**src/core/osr_defs.vh**
```
// register indices, field positions and preset values of the operation status tree
`ifndef OSR_DEFS_VH
`define OSR_DEFS_VH
`define OSR_W          16
`define OSR_AW         5
`define OSR_VALID_MASK 16'h7fff
`define OSR_ZERO       16'h0000
`define OSR_ONES       16'h7fff
// group indices (register index = group * 8 + kind)
`define OSR_G_OP       2'h0
`define OSR_G_CAL      2'h1
`define OSR_G_LLF      2'h2
`define OSR_G_SEN      2'h3
// register kinds within a group
`define OSR_K_COND     3'h0
`define OSR_K_EVENT    3'h1
`define OSR_K_ENABLE   3'h2
`define OSR_K_RISE     3'h3
`define OSR_K_FALL     3'h4
// condition bit positions
`define OSR_BIT_CAL_ACTIVE  1
`define OSR_BIT_LLF_BELOW   3
`define OSR_BIT_SEN_READ    1
`define OSR_BIT_OP_CAL      0
`define OSR_BIT_OP_TRIG     5
`define OSR_BIT_OP_SENS     10
`define OSR_BIT_OP_LLF      11
`define OSR_BIT_OP_ULF      12
`endif

```
**src/core/osr_group.v**
```verilog
// one status group: condition, edge filters, sticky event, enable, summary
`timescale 1ns/1ps
`include "osr_defs.vh"
module osr_group (
  input  wire                 clk_sys_i,
  input  wire                 rst_n_i,
  input  wire [`OSR_W-1:0]    cond_i,
  input  wire                 preset_i,
  input  wire                 wr_enable_i,
  input  wire                 wr_rise_i,
  input  wire                 wr_fall_i,
  input  wire [`OSR_W-1:0]    wdata_i,
  input  wire                 rd_event_i,
  output reg  [`OSR_W-1:0]    cond_o,
  output reg  [`OSR_W-1:0]    event_o,
  output reg  [`OSR_W-1:0]    enable_o,
  output reg  [`OSR_W-1:0]    rise_o,
  output reg  [`OSR_W-1:0]    fall_o,
  output wire                 summary_o
);
  wire [`OSR_W-1:0] cond_m;
  wire [`OSR_W-1:0] rose;
  wire [`OSR_W-1:0] fell;
  wire [`OSR_W-1:0] hits;
  wire [`OSR_W-1:0] kept;

  assign cond_m = cond_i & `OSR_VALID_MASK;
  assign rose   = cond_m & ~cond_o & rise_o;
  assign fell   = ~cond_m & cond_o & fall_o;
  assign hits   = rose | fell;
  // a hit in the clearing cycle survives the read
  assign kept   = rd_event_i ? `OSR_ZERO : event_o;
  assign summary_o = |(event_o & enable_o);

  always @(posedge clk_sys_i or negedge rst_n_i) begin
    if (!rst_n_i) begin
      cond_o   <= `OSR_ZERO;
      event_o  <= `OSR_ZERO;
      enable_o <= `OSR_ZERO;
      rise_o   <= `OSR_ONES;
      fall_o   <= `OSR_ZERO;
    end else begin
      cond_o  <= cond_m;
      event_o <= (kept | hits) & `OSR_VALID_MASK;
      if (preset_i) begin
        enable_o <= `OSR_ZERO;
        rise_o   <= `OSR_ONES;
        fall_o   <= `OSR_ZERO;
      end else begin
        if (wr_enable_i)
          enable_o <= wdata_i & `OSR_VALID_MASK;
        if (wr_rise_i)
          rise_o <= wdata_i & `OSR_VALID_MASK;
        if (wr_fall_i)
          fall_o <= wdata_i & `OSR_VALID_MASK;
      end
    end
  end
endmodule // osr_group

```
**src/core/osr_tree.v**
```verilog
// operation status register tree with calibration, lower limit, sense groups
`timescale 1ns/1ps
`include "osr_defs.vh"
module osr_tree (
  input  wire                 clk_sys_i,
  input  wire                 rst_n_i,
  input  wire                 calib_busy_i,
  input  wire                 below_low_limit_i,
  input  wire                 eeprom_reading_i,
  input  wire                 trigger_wait_i,
  input  wire                 sensor_change_i,
  input  wire                 upper_limit_summary_i,
  input  wire                 preset_i,
  input  wire                 wr_i,
  input  wire                 rd_i,
  input  wire [`OSR_AW-1:0]   addr_i,
  input  wire [`OSR_W-1:0]    wdata_i,
  output reg  [`OSR_W-1:0]    rdata_o,
  output reg                  rvalid_o,
  output reg                  status_bit7_o
);
  // external status levels come from other clock domains
  reg [5:0] sync_a;
  reg [5:0] sync_b;
  always @(posedge clk_sys_i or negedge rst_n_i) begin
    if (!rst_n_i) begin
      sync_a <= 6'h00;
      sync_b <= 6'h00;
    end else begin
      sync_a <= {upper_limit_summary_i, sensor_change_i, trigger_wait_i,
                 eeprom_reading_i, below_low_limit_i, calib_busy_i};
      sync_b <= sync_a;
    end
  end

  wire cal_busy_s  = sync_b[0];
  wire below_s     = sync_b[1];
  wire eeprom_s    = sync_b[2];
  wire trig_s      = sync_b[3];
  wire sens_chg_s  = sync_b[4];
  wire ulf_s       = sync_b[5];

  function sel;
    input [`OSR_AW-1:0] a;
    input [1:0]         g;
    input [2:0]         k;
    begin
      sel = (a == {g, k});
    end
  endfunction

  function [`OSR_W-1:0] onehot;
    input integer pos;
    input         v;
    begin
      onehot = `OSR_ZERO;
      onehot[pos] = v;
    end
  endfunction

  wire [`OSR_W-1:0] cal_cond_in;
  wire [`OSR_W-1:0] llf_cond_in;
  wire [`OSR_W-1:0] sen_cond_in;
  wire [`OSR_W-1:0] op_cond_in;
  wire              cal_sum;
  wire              llf_sum;
  wire              sen_sum;
  wire              op_sum;

  assign cal_cond_in = onehot(`OSR_BIT_CAL_ACTIVE, cal_busy_s);
  assign llf_cond_in = onehot(`OSR_BIT_LLF_BELOW, below_s);
  assign sen_cond_in = onehot(`OSR_BIT_SEN_READ, eeprom_s);
  assign op_cond_in  = onehot(`OSR_BIT_OP_CAL, cal_sum)
                     | onehot(`OSR_BIT_OP_TRIG, trig_s)
                     | onehot(`OSR_BIT_OP_SENS,
                              sen_sum | sens_chg_s)
                     | onehot(`OSR_BIT_OP_LLF, llf_sum)
                     | onehot(`OSR_BIT_OP_ULF, ulf_s);

  // writes to condition and event indices decode to nothing
  wire rd_op  = rd_i & sel(addr_i, `OSR_G_OP,  `OSR_K_EVENT);
  wire rd_cal = rd_i & sel(addr_i, `OSR_G_CAL, `OSR_K_EVENT);
  wire rd_llf = rd_i & sel(addr_i, `OSR_G_LLF, `OSR_K_EVENT);
  wire rd_sen = rd_i & sel(addr_i, `OSR_G_SEN, `OSR_K_EVENT);

  wire [`OSR_W-1:0] op_c,  op_e,  op_en,  op_r,  op_f;
  wire [`OSR_W-1:0] cal_c, cal_e, cal_en, cal_r, cal_f;
  wire [`OSR_W-1:0] llf_c, llf_e, llf_en, llf_r, llf_f;
  wire [`OSR_W-1:0] sen_c, sen_e, sen_en, sen_r, sen_f;

  osr_group u_op (
    .clk_sys_i   (clk_sys_i),
    .rst_n_i     (rst_n_i),
    .cond_i      (op_cond_in),
    .preset_i    (preset_i),
    .wr_enable_i (wr_i & sel(addr_i, `OSR_G_OP, `OSR_K_ENABLE)),
    .wr_rise_i   (wr_i & sel(addr_i, `OSR_G_OP, `OSR_K_RISE)),
    .wr_fall_i   (wr_i & sel(addr_i, `OSR_G_OP, `OSR_K_FALL)),
    .wdata_i     (wdata_i),
    .rd_event_i  (rd_op),
    .cond_o      (op_c),
    .event_o     (op_e),
    .enable_o    (op_en),
    .rise_o      (op_r),
    .fall_o      (op_f),
    .summary_o   (op_sum)
  );

  osr_group u_cal (
    .clk_sys_i   (clk_sys_i),
    .rst_n_i     (rst_n_i),
    .cond_i      (cal_cond_in),
    .preset_i    (preset_i),
    .wr_enable_i (wr_i & sel(addr_i, `OSR_G_CAL, `OSR_K_ENABLE)),
    .wr_rise_i   (wr_i & sel(addr_i, `OSR_G_CAL, `OSR_K_RISE)),
    .wr_fall_i   (wr_i & sel(addr_i, `OSR_G_CAL, `OSR_K_FALL)),
    .wdata_i     (wdata_i),
    .rd_event_i  (rd_cal),
    .cond_o      (cal_c),
    .event_o     (cal_e),
    .enable_o    (cal_en),
    .rise_o      (cal_r),
    .fall_o      (cal_f),
    .summary_o   (cal_sum)
  );

  osr_group u_llf (
    .clk_sys_i   (clk_sys_i),
    .rst_n_i     (rst_n_i),
    .cond_i      (llf_cond_in),
    .preset_i    (preset_i),
    .wr_enable_i (wr_i & sel(addr_i, `OSR_G_LLF, `OSR_K_ENABLE)),
    .wr_rise_i   (wr_i & sel(addr_i, `OSR_G_LLF, `OSR_K_RISE)),
    .wr_fall_i   (wr_i & sel(addr_i, `OSR_G_LLF, `OSR_K_FALL)),
    .wdata_i     (wdata_i),
    .rd_event_i  (rd_llf),
    .cond_o      (llf_c),
    .event_o     (llf_e),
    .enable_o    (llf_en),
    .rise_o      (llf_r),
    .fall_o      (llf_f),
    .summary_o   (llf_sum)
  );

  osr_group u_sen (
    .clk_sys_i   (clk_sys_i),
    .rst_n_i     (rst_n_i),
    .cond_i      (sen_cond_in),
    .preset_i    (preset_i),
    .wr_enable_i (wr_i & sel(addr_i, `OSR_G_SEN, `OSR_K_ENABLE)),
    .wr_rise_i   (wr_i & sel(addr_i, `OSR_G_SEN, `OSR_K_RISE)),
    .wr_fall_i   (wr_i & sel(addr_i, `OSR_G_SEN, `OSR_K_FALL)),
    .wdata_i     (wdata_i),
    .rd_event_i  (rd_sen),
    .cond_o      (sen_c),
    .event_o     (sen_e),
    .enable_o    (sen_en),
    .rise_o      (sen_r),
    .fall_o      (sen_f),
    .summary_o   (sen_sum)
  );

  // read mux; unmapped indices answer zero
  reg [`OSR_W-1:0] next_rdata;
  always @* begin
    next_rdata = `OSR_ZERO;
    if (sel(addr_i, `OSR_G_OP, `OSR_K_COND)) next_rdata = op_c;
    else if (sel(addr_i, `OSR_G_OP, `OSR_K_EVENT)) next_rdata = op_e;
    else if (sel(addr_i, `OSR_G_OP, `OSR_K_ENABLE)) next_rdata = op_en;
    else if (sel(addr_i, `OSR_G_OP, `OSR_K_RISE)) next_rdata = op_r;
    else if (sel(addr_i, `OSR_G_OP, `OSR_K_FALL)) next_rdata = op_f;
    else if (sel(addr_i, `OSR_G_CAL, `OSR_K_COND)) next_rdata = cal_c;
    else if (sel(addr_i, `OSR_G_CAL, `OSR_K_EVENT)) next_rdata = cal_e;
    else if (sel(addr_i, `OSR_G_CAL, `OSR_K_ENABLE)) next_rdata = cal_en;
    else if (sel(addr_i, `OSR_G_CAL, `OSR_K_RISE)) next_rdata = cal_r;
    else if (sel(addr_i, `OSR_G_CAL, `OSR_K_FALL)) next_rdata = cal_f;
    else if (sel(addr_i, `OSR_G_LLF, `OSR_K_COND)) next_rdata = llf_c;
    else if (sel(addr_i, `OSR_G_LLF, `OSR_K_EVENT)) next_rdata = llf_e;
    else if (sel(addr_i, `OSR_G_LLF, `OSR_K_ENABLE)) next_rdata = llf_en;
    else if (sel(addr_i, `OSR_G_LLF, `OSR_K_RISE)) next_rdata = llf_r;
    else if (sel(addr_i, `OSR_G_LLF, `OSR_K_FALL)) next_rdata = llf_f;
    else if (sel(addr_i, `OSR_G_SEN, `OSR_K_COND)) next_rdata = sen_c;
    else if (sel(addr_i, `OSR_G_SEN, `OSR_K_EVENT)) next_rdata = sen_e;
    else if (sel(addr_i, `OSR_G_SEN, `OSR_K_ENABLE)) next_rdata = sen_en;
    else if (sel(addr_i, `OSR_G_SEN, `OSR_K_RISE)) next_rdata = sen_r;
    else if (sel(addr_i, `OSR_G_SEN, `OSR_K_FALL)) next_rdata = sen_f;
  end

  always @(posedge clk_sys_i or negedge rst_n_i) begin
    if (!rst_n_i) begin
      rdata_o       <= `OSR_ZERO;
      rvalid_o      <= 1'b0;
      status_bit7_o <= 1'b0;
    end else begin
      rvalid_o      <= rd_i;
      rdata_o       <= rd_i ? (next_rdata & `OSR_VALID_MASK) : `OSR_ZERO;
      status_bit7_o <= op_sum;
    end
  end
endmodule // osr_tree

```
**config.mk**
```make
export PLATFORM = sky130hd
export DESIGN_NAME = osr_tree
export DESIGN_NICKNAME = d
export VERILOG_FILES = /design/src/core/osr_group.v /design/src/core/osr_tree.v
export VERILOG_INCLUDE_DIRS = /design/src /design/src/core
export SDC_FILE = /design/constraint.sdc
export NUM_CORES = 1
export LEC_CHECK = 0
export BUFFER_PORTS_ARGS = -buffer_cell sky130_fd_sc_hd__buf_2
export CAP_MARGIN = 20
export CORE_MARGIN = 2
export CORE_UTILIZATION = 35
export DETAILED_ROUTE_END_ITERATION = 8
export PLACE_DENSITY = 0.48
export SLEW_MARGIN = 20
export SYNTH_ARGS = -nofsm -noshare
export SYNTH_HDL_FRONTEND = slang
export SYNTH_SLANG_ARGS = --single-unit
```
**constraint.sdc**
```tcl
create_clock -name clk_sys_i -period 5.1 [get_ports clk_sys_i]
set_clock_uncertainty 0.2 [all_clocks]
set_input_delay 0.765 -clock clk_sys_i [delete_from_list [all_inputs] [get_ports clk_sys_i]]
set_output_delay 0.765 -clock clk_sys_i [all_outputs]
set_load 0.05 [all_outputs]
```
==> impl_metrics.toml <==
[cells_and_area]
fin_util_pct = 39.9
diodes = 0
final_nets = 1260
n_fill_cell = 3262
synthToLayoutAreaGrowth_pct = 12.8
layout-drive-gt1-share_pct = 17.1

[drt]
drt-pass1-iter-count = 6
antenna_left = 0
drtIter0Drc = 836
routed-via-count = 9539
wirelength_um = 39700
viasPerCell = 5.65
drc = 0
wl_per_cell_um = 23.5

[clocking]
ctsHoldBuffers = 0
postCtsSetupRepairBufs = 0
clock_path_buffers = 3
root_buffer = "clkbuf_16"
htreeDepth = 1
numCtsBuffers = 27
clk_latency_ns = 0.55
cts_sinks = 225
cts_resized = 0
cts_tree = "done"
clkTransAtPathRegs_ns = 0.07

[job]
maxCapViolCount = 0

[floorplanning]
rows = 66
die_area_um2 = 34200
core_area_um2 = 32400
initial_utilization_pct = 35.4
io_pins = 50
fp.dieH_um = 185
die_width_um = 185

[worst_setup_path]
crit_chain = "buf_2 -> or4b_1 -> nand2_1 -> o21ai_0 -> a21oi_1 -> o211ai_1"
crit_path_start = "addr_i[0]"
path_delay_family = "simple AND/OR/NAND/NOR gates"
crit_buf_inv = 1
cp.required_ns = 5.28
timing.rr.end = "rdata_o[7]$_DFF_PN0_"
critPathKind = "input pin to flop"
critPathMaxFanout = 30
critPathArrivalTime_ns = 3.58
max_stage_delay_ns = 0.79
r2r_start = "u_op.rise_o[7]$_DFFE_PN1P_"
reg2reg_depth = 5
cp-end-kind = "flop"
reg2reg_slack_ns = 3.09
crit_slowest_cell = "or4b_1"
cp-start-kind = "input pin"

[grt]
grt_max_degree = 125
grt_use_total_pct = 23.5
antenna_found_initial = 0
grt_pass1_wl_um = 60200
grt_overflow = 0
grt_pass1_vias = 9247

[synth]
synth_cell_type_count = 81
netlist_area_um2 = 11400
synth_edf_count = 0
avgSynthCellArea_um2 = 9.26
ys.warnings.count = 0
syn_nets = 1269
netlist_instances = 1237
synth_ff_type = "dfrtp_1"
synth.yosys.seq_area_share_pct = 49.8
ys_ff_latch = 225
ys_async_sr_fraction_pct = 100

[timing]
tightest_slew_ns = 1.08
fin_crit_sh_pct = 66.8
setup_viol = 0
tns_ns = 0
hold_viol_final = 0
hold_slack_ns = 0.121
fmax_mhz = 293
rsz0062_at_grt = "no"
final_max_slew_viol_count = 0
min_period_ns = 3.41
relSlewSlack_pct = 28.1

[pwr]
total_power_uw = 4180
leakage_uw = 0.00539
power_density_nw_per_um2 = 324
peakVddDrop_uv = 208

[hold_path]
min-delay-start = "sensor_change_i"
hold_class = "input pin to flop"
holdPathStages = 1
holdPathEnd = "sync_a[4]$_DFF_PN0_"

[placement]
place.gp.congestion = 0.798
hpwl_um = 25400
io_buffers = 47

[status]
outcome = "complete, no violations"
-- kinds of logic after synthesis --
logic type	Yosys count	share of synthesized area (%)
buffers and inverters	126	5.01
multiplexers	31	2.82
AO/OA/AOI/OAI	356	21.0
AND/OR/NAND/NOR	498	21.3
flip-flops	225	49.8
other	1	0.0328
-- how the worst max path moves through the flow --
| stage | end | slack, ns | cells after the start |
|---|---|---|---|
| floorplan | u_llf.fall_o[10]$_DFFE_PN0P_ | 2.54 | 8 |
| finish | rdata_o[12]$_DFF_PN0_ | 1.69 | 6 |
| global placement | rdata_o[4]$_DFF_PN0_ | 1.20 | 6 |
| CTS | rdata_o[4]$_DFF_PN0_ | 1.78 | 6 |
| detailed placement | rdata_o[4]$_DFF_PN0_ | 1.22 | 6 |
| global route | u_sen.fall_o[12]$_DFFE_PN0P_ | 1.53 | 7 |
-- where the power goes --
group / switching, µW / internal, µW
sequential: 21.0 / 1830
clock: 784 / 1150
combinational: 293 / 104
total: 1100 / 3080
-- placed cells by master, fill, tap and decap left out, types with 6 or more instances in the layout --
cell type,count
nand3_1,45
clkbuf_16,27
nor2b_1,48
dfrtp_1,165
a32oi_1,8
mux2i_1,30
clkbuf_8,6
nand2_1,230
dfstp_2,60
nand3b_1,18
a211o_1,45
a31oi_1,7
a21oi_1,131
o221ai_1,8
o211ai_1,11
o22ai_1,19
a32o_1,6
clkinv_2,7
and3_1,15
nor2_1,67
a21o_1,11
o21ai_0,36
buf_4,32
a21bo_2,6
buf_2,45
and2_1,8
nand2b_1,23
-- layout make-up --
class	instances	area (µm²)	share of cell area (%)
clock inverters	10	103	0.795
clock buffers	38	777	6.02
well taps	442	553	4.28
repair buffers	83	569	4.41
inverters	5	18.8	0.145
multi-input cells	886	5190	40.2
flip-flops and latches	225	5710	44.2
-- per-stage QoR --
stage | setup WS (ns) | cell area, µm² | std cells
2_1_floorplan | 2.54 | 11400 | 1237
3_3_place_gp | 1.20 | 12000 | 1639
3_5_place_dp | 1.22 | 12000 | 1639
4_1_cts | 1.78 | 12900 | 1687
5_1_grt | 1.53 | 12900 | 1689
6_report | 1.69 | 12900 | 1689
-- synthesized netlist by cell type (23+ instances only) --
library cell,count,share of area [%]
a211o_1,45,3.4
nand3_1,45,2.0
nand2_1,230,7.5
buf_2,38,1.7
nor2b_1,48,2.6
a21oi_1,131,5.7
nand2b_1,23,1.3
o21ai_0,36,1.6
clkbuf_1,68,2.2
dfstp_2,60,14
nor2_1,67,2.2
mux2i_1,30,2.6
dfrtp_1,165,36
-- metal layers --
layer	vias up	part of all wire (%)	GRT usage [%]
met5	-	0	0
met4	0	2.9	7.02
met3	61	6.1	3.30
met2	316	46	37.4
met1	4812	45	33.1
li1	4350	-	-
No activity file was read; power rests on OpenSTA's default activity.
